**config.mk**
```make
export PLATFORM = sky130hd
export DESIGN_NAME = adc_serial_readout
export DESIGN_NICKNAME = d
export VERILOG_FILES = /design/src/adc_readout_pkg.sv /design/src/adc_serial_readout.sv
export SDC_FILE = /design/constraint.sdc
export NUM_CORES = 1
export LEC_CHECK = 0
export BUFFER_PORTS_ARGS = -buffer_cell sky130_fd_sc_hd__buf_2
export CORE_AREA = 2 2 64 78
export DETAILED_ROUTE_END_ITERATION = 8
export DIE_AREA = 0 0 66 80
export SETUP_SLACK_MARGIN = 0.3
export SYNTH_ARGS = -nofsm -noshare
export SYNTH_HDL_FRONTEND = slang
export SYNTH_SLANG_ARGS = --single-unit
```
**constraint.sdc**
```tcl
create_clock -name clk -period 5.45 [get_ports clk]
set_clock_uncertainty 0.1 [all_clocks]
set_input_delay 1.635 -clock clk [delete_from_list [all_inputs] [get_ports clk]]
set_output_delay 1.635 -clock clk [all_outputs]
set_load 0.05 [all_outputs]
```
**src/adc_readout_pkg.sv**
```systemverilog
// package for the serial converter readout block
// assumes a single clock domain; link pins are sampled by the block itself
package adc_readout_pkg;
  localparam int FRAME_BITS     = 16;
  localparam int LEAD_ZEROS     = 4;
  localparam int TRACK_EDGE     = 13;
  localparam int PD_EDGE_LO     = 2;
  localparam int PD_EDGE_HI     = 10;
  localparam int RESULT_BITS    = 12;
  localparam logic [4:0] CNT_ZERO = 5'h00;

  typedef enum logic [1:0] {
    IDLE,
    SHIFT,
    DONE
  } frame_state_t;

  typedef struct packed {
    logic out;
    logic oe;
  } serial_pin_t;
endpackage : adc_readout_pkg

```
**src/adc_serial_readout.sv**
```systemverilog
// device side of the serial converter readout: frame control, data shift,
// track-and-hold and power-down state.
// assumes cs_n and sclk come from the host, unrelated to clk (sampled here).
// Summary of operation
// - cs fall: hold, sample unless powered down, drive output, convert
// - sixteen serial clocks complete one conversion
// - after edge 13, track on next rise
// - edge 16 falling releases the output
// - early cs rise aborts, output released
// - cs fall gives first zero; falls shift
// - last bit driven on fifteenth falling edge
// - cs rise edges 2..9 enters power-down
// - frame past edge ten powers up
`timescale 1ns/1ps
`default_nettype none
module adc_serial_readout #(
  parameter int RES = adc_readout_pkg::RESULT_BITS
) (
  input  wire logic           clk,
  input  wire logic           rstn,
  input  wire logic           cs_n,
  input  wire logic           sclk,
  input  wire logic [RES-1:0] sample_value,
  output logic                serial_out,
  output logic                serial_oe,
  output logic                hold,
  output logic                powered_down,
  output logic                sample_strobe
);
  // three-flop synchronisers; only stage two and later are read
  logic [2:0] cs_sync;
  logic [2:0] sclk_sync;
  logic cs_fall;
  logic cs_rise;
  logic sc_fall;
  logic sc_rise;

  always_ff @(posedge clk) begin
    if (!rstn) begin
      cs_sync   <= 3'h7;
      sclk_sync <= 3'h7;
    end else begin
      cs_sync   <= {cs_sync[1:0], cs_n};
      sclk_sync <= {sclk_sync[1:0], sclk};
    end
  end

  assign cs_fall = cs_sync[2] & ~cs_sync[1];
  assign cs_rise = ~cs_sync[2] & cs_sync[1];
  assign sc_fall = sclk_sync[2] & ~sclk_sync[1];
  assign sc_rise = ~sclk_sync[2] & sclk_sync[1];

  adc_readout_pkg::frame_state_t state;
  adc_readout_pkg::frame_state_t next_state;
  logic [4:0]  edges;
  logic [4:0]  next_edges;
  logic [15:0] shreg;
  logic [15:0] next_shreg;
  logic        next_out;
  logic        next_oe;
  logic        next_hold;
  logic        next_pd;
  logic        next_strobe;
  logic        track_pending;
  logic        next_track_pending;

  // frame word: leading zeros, then result msb first in the low bits; no trailing padding when RES is 12
  function automatic logic [15:0] frame_word(input logic [RES-1:0] v);
    logic [15:0] w;
    w = 16'h0000;
    w[15-adc_readout_pkg::LEAD_ZEROS -: RES] = v;
    return w;
  endfunction : frame_word

  always_comb begin
    next_state         = state;
    next_edges         = edges;
    next_shreg         = shreg;
    next_out           = serial_out;
    next_oe            = serial_oe;
    next_hold          = hold;
    next_pd            = powered_down;
    next_strobe        = 1'b0;
    next_track_pending = track_pending;
    case (state)
      adc_readout_pkg::IDLE: begin
        if (cs_fall) begin
          next_state  = adc_readout_pkg::SHIFT;
          next_edges  = adc_readout_pkg::CNT_ZERO;
          next_shreg  = frame_word(sample_value);
          next_hold   = 1'b1;
          next_oe     = 1'b1;
          next_out    = 1'b0;
          next_strobe = ~powered_down;
        end
      end
      adc_readout_pkg::SHIFT: begin
        if (cs_rise) begin
          next_state = adc_readout_pkg::IDLE;
          next_oe    = 1'b0;
          next_out   = 1'b0;
          next_track_pending = 1'b0;
          if (powered_down) begin
            if (edges < 5'(adc_readout_pkg::PD_EDGE_HI))
              next_pd = 1'b1;
          end else if (edges >= 5'(adc_readout_pkg::PD_EDGE_LO) &&
                       edges < 5'(adc_readout_pkg::PD_EDGE_HI)) begin
            next_pd = 1'b1;
          end
          if (next_pd)
            next_hold = 1'b1;
        end else begin
          // waking from power-down, the first link edge returns to track;
          // with an idle-high clock that first edge is a fall
          if (powered_down && (sc_rise || sc_fall) &&
              edges == adc_readout_pkg::CNT_ZERO)
            next_hold = 1'b0;
          if (sc_fall) begin
            next_edges = edges + 5'h01;
            next_shreg = {shreg[14:0], 1'b0};
            next_out   = shreg[14];
            if (edges == 5'(adc_readout_pkg::PD_EDGE_HI - 1))
              next_pd = 1'b0;
            if (edges == 5'(adc_readout_pkg::TRACK_EDGE - 1))
              next_track_pending = 1'b1;
            if (edges == 5'(adc_readout_pkg::FRAME_BITS - 1)) begin
              next_oe    = 1'b0;
              next_out   = 1'b0;
              next_state = adc_readout_pkg::DONE;
            end
          end
          if (sc_rise && track_pending) begin
            next_hold          = 1'b0;
            next_track_pending = 1'b0;
          end
        end
      end
      adc_readout_pkg::DONE: begin
        if (sc_rise && track_pending) begin
          next_hold          = 1'b0;
          next_track_pending = 1'b0;
        end
        if (cs_rise)
          next_state = adc_readout_pkg::IDLE;
      end
      default: next_state = adc_readout_pkg::IDLE;
    endcase
  end

  always_ff @(posedge clk) begin
    if (!rstn) begin
      state         <= adc_readout_pkg::IDLE;
      edges         <= 5'h00;
      shreg         <= 16'h0000;
      serial_out    <= 1'b0;
      serial_oe     <= 1'b0;
      hold          <= 1'b0;
      powered_down  <= 1'b0;
      sample_strobe <= 1'b0;
      track_pending <= 1'b0;
    end else begin
      state         <= next_state;
      edges         <= next_edges;
      shreg         <= next_shreg;
      serial_out    <= next_out;
      serial_oe     <= next_oe;
      hold          <= next_hold;
      powered_down  <= next_pd;
      sample_strobe <= next_strobe;
      track_pending <= next_track_pending;
    end
  end

  // checks
  a_drive_on_cs: assert property (@(posedge clk) disable iff (!rstn)
    state == adc_readout_pkg::IDLE && cs_fall |=> serial_oe && hold
      && serial_out == 1'b0)
    else $error("cs fall did not start frame");
  a_release_16: assert property (@(posedge clk) disable iff (!rstn)
    state == adc_readout_pkg::SHIFT && !cs_rise && sc_fall
      && edges == 5'h0F |=> !serial_oe)
    else $error("output not released at edge 16");
  a_abort_release: assert property (@(posedge clk) disable iff (!rstn)
    state == adc_readout_pkg::SHIFT && cs_rise |=> !serial_oe
      && state == adc_readout_pkg::IDLE)
    else $error("early cs rise not aborted");
  a_shift_bit: assert property (@(posedge clk) disable iff (!rstn)
    state == adc_readout_pkg::SHIFT && !cs_rise && sc_fall
      && edges < 5'h0F |=> serial_out == $past(shreg[14]))
    else $error("wrong bit shifted");
  a_lead_zeros: assert property (@(posedge clk) disable iff (!rstn)
    serial_oe && edges < 5'h04 |-> serial_out == 1'b0)
    else $error("leading zero violated");
  a_track_13: assert property (@(posedge clk) disable iff (!rstn)
    track_pending && sc_rise && state != adc_readout_pkg::IDLE |=> !hold)
    else $error("no return to track");
  a_last_bit: assert property (@(posedge clk) disable iff (!rstn)
    state == adc_readout_pkg::SHIFT && !cs_rise && sc_fall
      && edges == 5'h0E |=> serial_oe && edges == 5'h0F)
    else $error("last bit not driven at edge 15");
  a_pd_enter: assert property (@(posedge clk) disable iff (!rstn)
    state == adc_readout_pkg::SHIFT && cs_rise && !powered_down
      && edges >= 5'h02 && edges < 5'h0A |=> powered_down)
    else $error("power-down not entered");
  a_pd_keep: assert property (@(posedge clk) disable iff (!rstn)
    state == adc_readout_pkg::SHIFT && cs_rise && edges < 5'h02
      && !powered_down |=> !powered_down)
    else $error("glitch powered down");
  a_pd_exit: assert property (@(posedge clk) disable iff (!rstn)
    powered_down && state == adc_readout_pkg::SHIFT && !cs_rise && sc_fall
      && edges == 5'h09 |=> !powered_down)
    else $error("power-up not reached");
  a_wake_track: assert property (@(posedge clk) disable iff (!rstn)
    powered_down && state == adc_readout_pkg::SHIFT && !cs_rise && sc_fall
      && edges == 5'h00 |=> !hold)
    else $error("no track on first edge after wake");
  c_full_frame: cover property (@(posedge clk) disable iff (!rstn)
    state == adc_readout_pkg::SHIFT ##1 state == adc_readout_pkg::DONE);
  c_abort: cover property (@(posedge clk) disable iff (!rstn)
    state == adc_readout_pkg::SHIFT && cs_rise && edges > 5'h0A);
  c_pd_enter: cover property (@(posedge clk) disable iff (!rstn)
    !powered_down ##1 powered_down);
  c_pd_exit: cover property (@(posedge clk) disable iff (!rstn)
    powered_down ##1 !powered_down);
endmodule : adc_serial_readout
`default_nettype wire

```
# Yosys cells after proc, flatten, opt, wreduce, memory -nomap -nowiden
# Index checks and enable logic that the tools add are counted.
dict set report word_totals {
  reg_bits 34
  latch_bits 0
  ramBits 0
  romBits 0
  input_bits 16
  out_inout_bits 5
  elab_cells 101
  memories 0
}
dict set report classes {
  n_addsub 1
  multipliers 0
  div_mod_pow 0
  order_cmp 2
  n_eq_ne 16
  shift 0
  muxes 42
  n_bitwise 9
  reduce_logical 20
}
# operator n
set op_table {}
lappend op_table {{15-bit 2-to-1 mux} 3}
lappend op_table {{15-bit one-hot mux with 2 select lines} 1}
lappend op_table {{1-bit 2-to-1 mux} 24}
lappend op_table {{4-bit AND reduction} 4}
lappend op_table {{5-bit by 4-bit == test with 1-bit output, second input constant} 3}
lappend op_table {{5-bit 2-to-1 mux} 3}
lappend op_table {{4-bit inequality test, second input constant} 3}
lappend op_table {{2-bit 2-to-1 mux} 5}
lappend op_table {{2-bit inequality test, second input constant} 5}
lappend op_table {{5-bit one-hot mux with 2 select lines} 1}
lappend op_table {{3-bit inequality test, second input constant} 3}
lappend op_table {{3-bit AND reduction} 3}
lappend op_table {{2-bit nonzero test} 4}
lappend op_table {{1-bit one-hot mux with 2 select lines} 3}
lappend op_table {{2-bit one-hot mux with 3 select lines} 1}
lappend op_table {{5-bit by 1-bit adder with 5-bit output, second input constant} 1}
lappend op_table {{5-bit by 2-bit greater-or-equal comparator with 1-bit output, second input constant} 1}
lappend op_table {{5-bit logical NOT} 1}
lappend op_table {{5-bit by 4-bit < comparator with 1-bit output, second input constant} 1}
lappend op_table {{1-bit NOT} 5}
lappend op_table {{5-bit AND reduction} 1}
lappend op_table {{1-bit AND} 4}
lappend op_table {{1-bit logical AND} 4}
lappend op_table {{1-bit one-hot mux with 3 select lines} 1}
lappend op_table {{other kinds (5)} 5}

# Longest topological paths before layout
# Gate-level depths: netlist of run 1.
dict set report depth {
  depth_word 9
  depth_mapped 9
  depth_no_buf 8
}

# Least setup slack after synthesis of run 1
# Ideal clock, no wire load.
dict set report synth_timing {
  path_type {register to output}
  start {reg powered_down}
  end {out powered_down}
  t_arrival_ns 0.645
  required_time_ns 3.715
  setup_slack_ns 3.070
  path_stages_with_launch 1
  path_buffers 0
  cell_sequence {dfxtp_1}
}
# element line_no
set synth_lines {}
lappend synth_lines {{start, declared} adc_serial_readout.sv:27} ;# output logic powered_down,
lappend synth_lines {{start signal, assigned} adc_serial_readout.sv:168} ;# powered_down <= next_pd;
# No word-level cell between the ends.

# Worst setup path after layout of run 1
dict set report layout_timing {
  start {reg powered_down}
  end {out powered_down}
}
# No word-level cell between the ends.

==> results of run 1 <==
## final cells by class
type | instances | area (µm²)
Sequential cell | 34 | 681
Timing Repair Buffer | 21 | 108
Inverter | 11 | 41.3
Multi-Input combinational cell | 133 | 932
Fill cell | 477 | 2600
Clock inverter | 2 | 12.5
Clock buffer | 6 | 82.6
Tap cell | 58 | 72.6
## power by group through the flow
stage	combinational [mW]	sequential [mW]	clock, mW
floorplan	0.127	0.308	0
global placement	0.172	0.295	0
detailed placement	0.173	0.295	0
CTS	0.174	0.290	0.206
global route	0.192	0.293	0.215
finish	0.172	0.289	0.200
## worst paths after layout
check	startpoint	endpoint	slack [ns]	cells after the start
setup / recovery	powered_down	powered_down	2.72	1
hold / removal	sclk_sync[0]	sclk_sync[1]	0.31	1
setup reg to reg	state[1]	edges[1]	2.99	8
hold reg to reg	sclk_sync[0]	sclk_sync[1]	0.31	1
## metrics by stage
step / instances / worst slack (ns) / area, µm² / hold WS (ns)
final: 265 / 2.72 / 1930 / 0.309
after global routing: 265 / 2.66 / 1930 / 0.338
after CTS: 265 / 2.71 / 1930 / 0.311
after detailed placement: 257 / 2.73 / 1830 / 0.292
after global placement: 257 / 2.76 / 1830 / 0.291
after floorplan: 190 / 3.07 / 1720 / 0.286
## cells by family after synthesis
logic type,share of synthesized area [%]
and+or+nand+nor,19.0
muxes,7.00
adders and majority gates,8.02
buffers and inverters,5.98
AOI/OAI and AO/OA,19.8
xor gates and xnor gates,0.511
DFF,39.7
## placed cells by master, fill, tap and decap left out, drive strengths merged, types with 5 or more instances in the layout
cell / count
nor2: 8
ha: 11
clkbuf: 6
mux2i: 12
nand2b: 7
inv: 11
nand3: 7
o21ai: 9
buf: 21
dfxtp: 34
a21boi: 7
nor3: 5
o211a: 11
nand2: 22
## flip-flops by register name (all words and copies together), names as in the netlist
register / count
cs_sync: 3
edges: 5
hold: 1
powered_down: 1
sample_strobe: 1
sclk_sync: 3
serial_oe: 1
serial_out: 1
shreg: 15
state: 2
track_pending: 1
## layer usage
metal,wire (µm),vias to the layer above,global-route usage [%]
met5,0,-,0
met4,85,0,6.94
met3,119,7,4.23
met2,1640,22,24.2
met1,1400,616,14.6
li1,-,701,-
==> results, run 1 <==
- Summed over all layers, the routed wires come to 3250 µm.
- The analysis attributes to cell leakage a power of around 0.87 nW.
- The DRC violation total after the first TritonRoute iteration is 63.
- The count of final hold-check violations is 0.
- The clock tree synthesis step divided the H-tree into 2 levels.
- The number of nets in the layout is 233.
- The die boundary height is around 80 µm.
- The routed via count divided by cell count is about 5.
- Adding up every negative setup slack in the final design gives 0 ns.
- The initial core utilization is 37.9%.
- The cell chosen for the clock root is sky130_fd_sc_hd__clkbuf_8.
- Walking the worst path, the cells encountered are buf_2.
- Across all layers, the routed design uses between 1000 and 1500 vias.
- The number of sinks on the clock net is 34.
- The number of detailed-routing iterations run before antenna repair is 4.
- In this run, CTS created clock tree buffers numbering 5.
- Headroom to the max-slew limit came out at 35.9%.
- In this run, post-CTS hold repair placed 0 buffers.
- Setup violations remaining at the end of the flow were counted as 0.
- The post-route netlist has 16.4% of its cells at a drive strength greater than 1.
- The number of setup buffers added after CTS is 0.
- The share of flip-flops with an asynchronous set or reset is 0%.
- Max-cap violations in this run came to 0.
- The critical path is of the flop to primary output type.
- The number of diodes added for antenna fixing is 0.
- The net count after synthesis is approximately 220.
- For the pin with the worst max-slew slack, the measured transition is between 0.9 and 1 ns.
- The portion of the clock cycle consumed by the worst path in the final layout is roughly 50%.
- The via count of the first global-routing pass is ~1300.
- The insertion delay to the later sink of the worst-skew pair is roughly 0.30 ns.
- The number of library cell types mapped by synthesis is 40.
- Counting along the longest clock path gives a buffer depth of 2.
- Per report_power, the clock group accounts for a little under a third of the total.
- The power density over the cells is 343 nW/µm².
- The run finished with clean final reports.
- Summed over all nets, the switching power comes to approximately 220 µW.
- The critical path arrival is between 0.9 and 1 ns.
- The region available for standard cell placement spans ~4500 µm².
- The standard-cell row count is 27.
- The floorplan step set the die width to 66 µm.
- The floorplan step defined a die boundary enclosing ~5300 µm².
- The number of resized instances in the post-cts repair step is 0.
- The wire length of the first global-routing pass is 5550 µm.
- The number of warning messages in the yosys log is 0.
- The congestion estimate from routability-driven global placement came to slightly above 0.8.
- The flip-flop and latch count after synthesis is 34.
- Global routing finished with a remaining overflow of 0.
- The number of buffer and inverter instances along the worst setup path is 1.
- In this run the remaining antenna-violating nets after routing total 0.
- The total count of max-transition violations in the final report came to 0.
- The power after layout is ~660 µW.
- Counting instances in the post-synthesis netlist gives the leading cell types as sky130_fd_sc_hd__dfxtp_1 (34), sky130_fd_sc_hd__nand2_1 (21), sky130_fd_sc_hd__mux2i_1 (12).
- The highest fanout seen on the critical path is 5.
- The DRC violation count after routing is 0.
- The part of the total power dissipated in sequential elements is a little over two fifths.
- Entering global routing, the biggest net connects 33 pins.
- The logic gate share of total power is between 20% and 30%.
- The top cell type's share of synthesized area is slightly below 40%.
- The class of the most critical hold timing path is flop to flop.
- The TritonCTS clock tree is done.
- The largest stage delay on the critical path is about 0.40 ns.
- The count of buffers from port buffering is 20.
- The dominant cell type by area after synthesis is sky130_fd_sc_hd__dfxtp_1.
- The mean cell area of the mapped netlist is between 9 and 10 µm².
- The highest-delay cell along the critical path is sky130_fd_sc_hd__dfxtp_1.
- The internal power contribution is approximately 450 µW.
- The area growth from synthesis to final layout is 12.5%.
- Clock-pin slew was measured on the worst setup and hold paths at about 0.080 ns.
- For this run, the register share of the synthesized area comes to between 30 and 40%.
- The sum of net half-perimeters after detailed placement is 2230 µm.
- Setup repair after global routing left no endpoint under its margin.
- After synthesis, the cell types taking the most area are sky130_fd_sc_hd__dfxtp_1 (40%), sky130_fd_sc_hd__ha_1 (8.0%), sky130_fd_sc_hd__mux2i_1 (7.0%), sky130_fd_sc_hd__o211a_1 (6.4%), sky130_fd_sc_hd__nand2_1 (4.6%).
- The number of flops mapped to enable cells by yosys is 0.
- The share of the core filled with cells in the final layout is a little over two fifths.
- The average wire length per cell after detail routing is approximately 12 µm.
- The required time at the worst-slack endpoint is 3.72 ns.
- The maximum ir drop on the vdd rail is about 0.17 mV.
- For this run, the total global-route usage over all layers was measured as 13.8%.
- The time the final worst path needs with I/O delays and setup is roughly 2.7 ns.
- STA classifies the critical path startpoint as a flop.
- Synthesis produced 190 cells.
- Based on the critical path, the design can be clocked at up to 367 MHz.
- On the critical path the largest part of the delay comes from flip-flops.
- For this design the top-level I/O count stands at 21.
- The main flop type after synthesis is sky130_fd_sc_hd__dfxtp_1.
- The cell area that synthesis handed to floorplanning was 1720 µm².
- The most common cell in the synthesized netlist is sky130_fd_sc_hd__dfxtp_1.
- STA classifies the critical path endpoint as a primary output.
- In this run switching power makes up between 30% and 40% of total power.
- The initial antenna violation count is 0.
Note: power is estimated with default switching activity, not from simulation.
==> inputs of run 2 (changes only) <==
==> constraint.sdc (replaced) <==
create_clock -name clk -period 2.3 [get_ports clk]
set_clock_uncertainty 0.1 [all_clocks]
set_input_delay 0.69 -clock clk [delete_from_list [all_inputs] [get_ports clk]]
set_output_delay 0.69 -clock clk [all_outputs]
set_load 0.05 [all_outputs]
==> run 2 against run 1 <==
Setup slack got worse by 2.3 ns; core utilization rose by 2.8 points; cell area rose by 6.6%; critical path depth rose by 6; total power rose to 2.6 times the previous value; die area did not move; first-iteration DRC count fell by 46%; via count rose by 5.3%.
==> results, run 2 (synthesis gave the netlist of run 1 again) <==
- The total negative slack is 0 ns.
- The H-tree was split into 2 levels.
- The pre-antenna-repair detailed-routing pass consisted of 4 iterations.
- In this run the remaining antenna-violating nets after routing total 0.
- The post-route worst setup slack is between 0.4 and 0.5 ns.
- The overall die area is ~5300 µm².
- The number of sinks on the clock net is 34.
- The wire length of the first global-routing pass is between 5000 and 6000 µm.
- The residual overflow from global routing is 0.
- The total via count after detailed routing is 1417.
- The floorplan step defined a core boundary enclosing approximately 4500 µm².
- Setup repair after global routing left no endpoint under its margin.
- Buffers inserted during clock tree synthesis total 5.
- Cells fill 45.4% of the core in the end.
- The fraction of layout instances using a drive strength above 1 is between 20% and 30%.
- The cell family with the largest share of critical-path delay is compound AO/OA/AOI/OAI gates.
- Across the VDD grid, the largest voltage drop is slightly below 0.4 mV.
- The standard-cell row count is 27.
- The number of diodes added for antenna fixing is 0.
- At the worst endpoint, the arrival time is 2.01 ns.
- The worst-margin pin slew is about 0.53 ns.
- TritonCTS built the clock tree.
- 21 I/O pins were placed.
- For this run, design rule violations remaining after detail routing come to 0.
- The cell chosen for the clock root is sky130_fd_sc_hd__clkbuf_8.
- Of all nets on the critical path, the largest fanout is 6.
- Setup violations remaining at the end of the flow were counted as 0.
- The count of fill cells added during filler insertion is 473.
- The average wire length per cell after detail routing is 12.7 µm.
- The length in cells of the worst reg-to-reg path is 7.
- The largest registers in the layout are shreg x15, edges x5.
- The flow ran to the end, and the final reports show no timing, DRC or antenna violations.
- STA classifies the critical path endpoint as a flop.
- Ranked by flip-flop count, first place goes to shreg.
- Buffers placed on the I/O ports in this run total 20.
- The setup path with the least slack is of type flop to flop.
- The die is about 66 µm wide.
- The maximum clock frequency is between 500 and 600 MHz.
- The largest net degree at the start of global routing is 27.
- The relative slew slack is roughly 65%.
- For this run, the total global-route usage over all layers was measured as ~14%.
- The library cells used most frequently in the layout, excluding fill and tap cells, are sky130_fd_sc_hd__dfxtp_1 (32), sky130_fd_sc_hd__nand2_1 (21), sky130_fd_sc_hd__buf_2 (20), sky130_fd_sc_hd__mux2i_1 (12).
- Once the floorplan was initialized, standard cells occupied 37.9% of the core.
- The DRC violation total after the first TritonRoute iteration is 34.
- At the worst endpoint, the required time is 2.42 ns.
- The final weighted congestion of routability-driven global placement is approximately 0.75.
- Subtracting the final worst setup slack from the clock period gives roughly 1.9 ns.
- The flip-flop count of the largest register, all copies and words added is 15.
- The total count of max-transition violations in the final report came to 0.
- The highest-delay cell along the critical path is sky130_fd_sc_hd__dfxtp_4.
- After clock tree synthesis, the clock-pin slew on the worst setup and hold paths is about 0.070 ns.
- The final layout contains 241 nets.
- The area growth from synthesis to final layout is 19.9%.
- OpenSTA, run right after detailed placement, puts the worst setup slack at 0.103 ns.
- The wire length reported by the detailed router is approximately 3500 µm.
- Leaving out fill and tap cells, the most frequent cell in the layout is sky130_fd_sc_hd__dfxtp_1.
- For this run, the slowest stage of the critical path takes 0.37 ns.
- The count of final hold-check violations is 0.
- The portion of the clock cycle consumed by the worst path in the final layout is roughly 80%.
- The via count of the first global-routing pass is between 1000 and 1500.
- The number of buffer and inverter instances along the worst setup path is 2.
- After detailed routing, the number of vias per cell comes to approximately 5.2.
- The class of the most critical hold timing path is flop to flop.
- The reported max-cap violation count is 0.
- The initial antenna violation count is 0.
- The die boundary height is 80 µm.
- For the worst-skew pair, the clock arrives at the later sink with an insertion delay of slightly below 0.3 ns.
- The worst setup path is launched from a flop.
- The critical path goes through inv_1 -> ha_2 -> buf_4 -> a211o_4 -> o21a_2 -> or3_1 -> a21oi_1.
- The sum of net half-perimeters after detailed placement is roughly 2400 µm.
- The leakage power is between 0.9 and 1 nW.
- The hold path depth is 1.
- The power density over the cells is between 800 and 900 nW/µm².
- The clock passes through at most 2 buffers.
- The count of cell instances traversed by the critical path is 7.
## run 2: metal layers
metal	wire length, µm	global-route usage [%]	vias up
met3	115	3.39	2
met1	1590	17.1	674
met4	16	4.29	0
met2	1760	25.5	28
li1	-	-	713
met5	0	0	-
## run 2: worst register-to-register path: cells and delay by family, from the launching register on
family | cells | cell delay (ns)
AOI/OAI and AO/OA | 3 | 0.60
DFF | 1 | 0.37
and+or+nand+nor | 1 | 0.34
buffers and inverters | 2 | 0.22
adders and majority gates | 1 | 0.21
## run 2: layout make-up
class                      instances  area, µm²  share of cell area (%)
multi-input combinational        135        978                    47.6
sequential                        34        686                    33.3
timing repair buffer              27        165                    8.03
tap                               58       72.6                    3.53
clock buffer                       5       68.8                    3.35
clock inverter                     3       45.0                    2.19
inverter                          11       41.3                    2.01
## run 2: repair_timing
item	4_1_cts	5_1_grt
cloned	0	2
hold buffers	0	0
buffers inserted	0	2
gates resized for setup	3	8
setup endpoints to repair	18	19
pin swaps	0	3
## run 2: report_power, final
part	switching [mW]	internal (mW)	total [mW]	leakage, nW
combinational	0.269	0.212	0.482	0.587
sequential	0.0397	0.651	0.691	0.278
clock	0.233	0.322	0.556	0.0504
total	0.542	1.19	1.73	0.915
## run 2: worst paths after layout
kind                              startpoint      endpoint  slack [ns]
worst max-delay path                state[0]      edges[3]        0.41
worst min register to register  sclk_sync[0]  sclk_sync[1]        0.31
worst min-delay path            sclk_sync[0]  sclk_sync[1]        0.31
worst max register to register      state[0]      edges[3]        0.41
## run 2: per-stage QoR
stage	instance area, µm²	power (mW)	hold WS (ns)	cells
2_1_floorplan	1720	1.03	0.286	190
3_3_place_gp	1860	1.13	0.288	261
3_5_place_dp	1860	1.13	0.297	261
4_1_cts	1990	1.69	0.314	269
5_1_grt	2060	1.83	0.332	273
6_report	2060	1.73	0.313	273
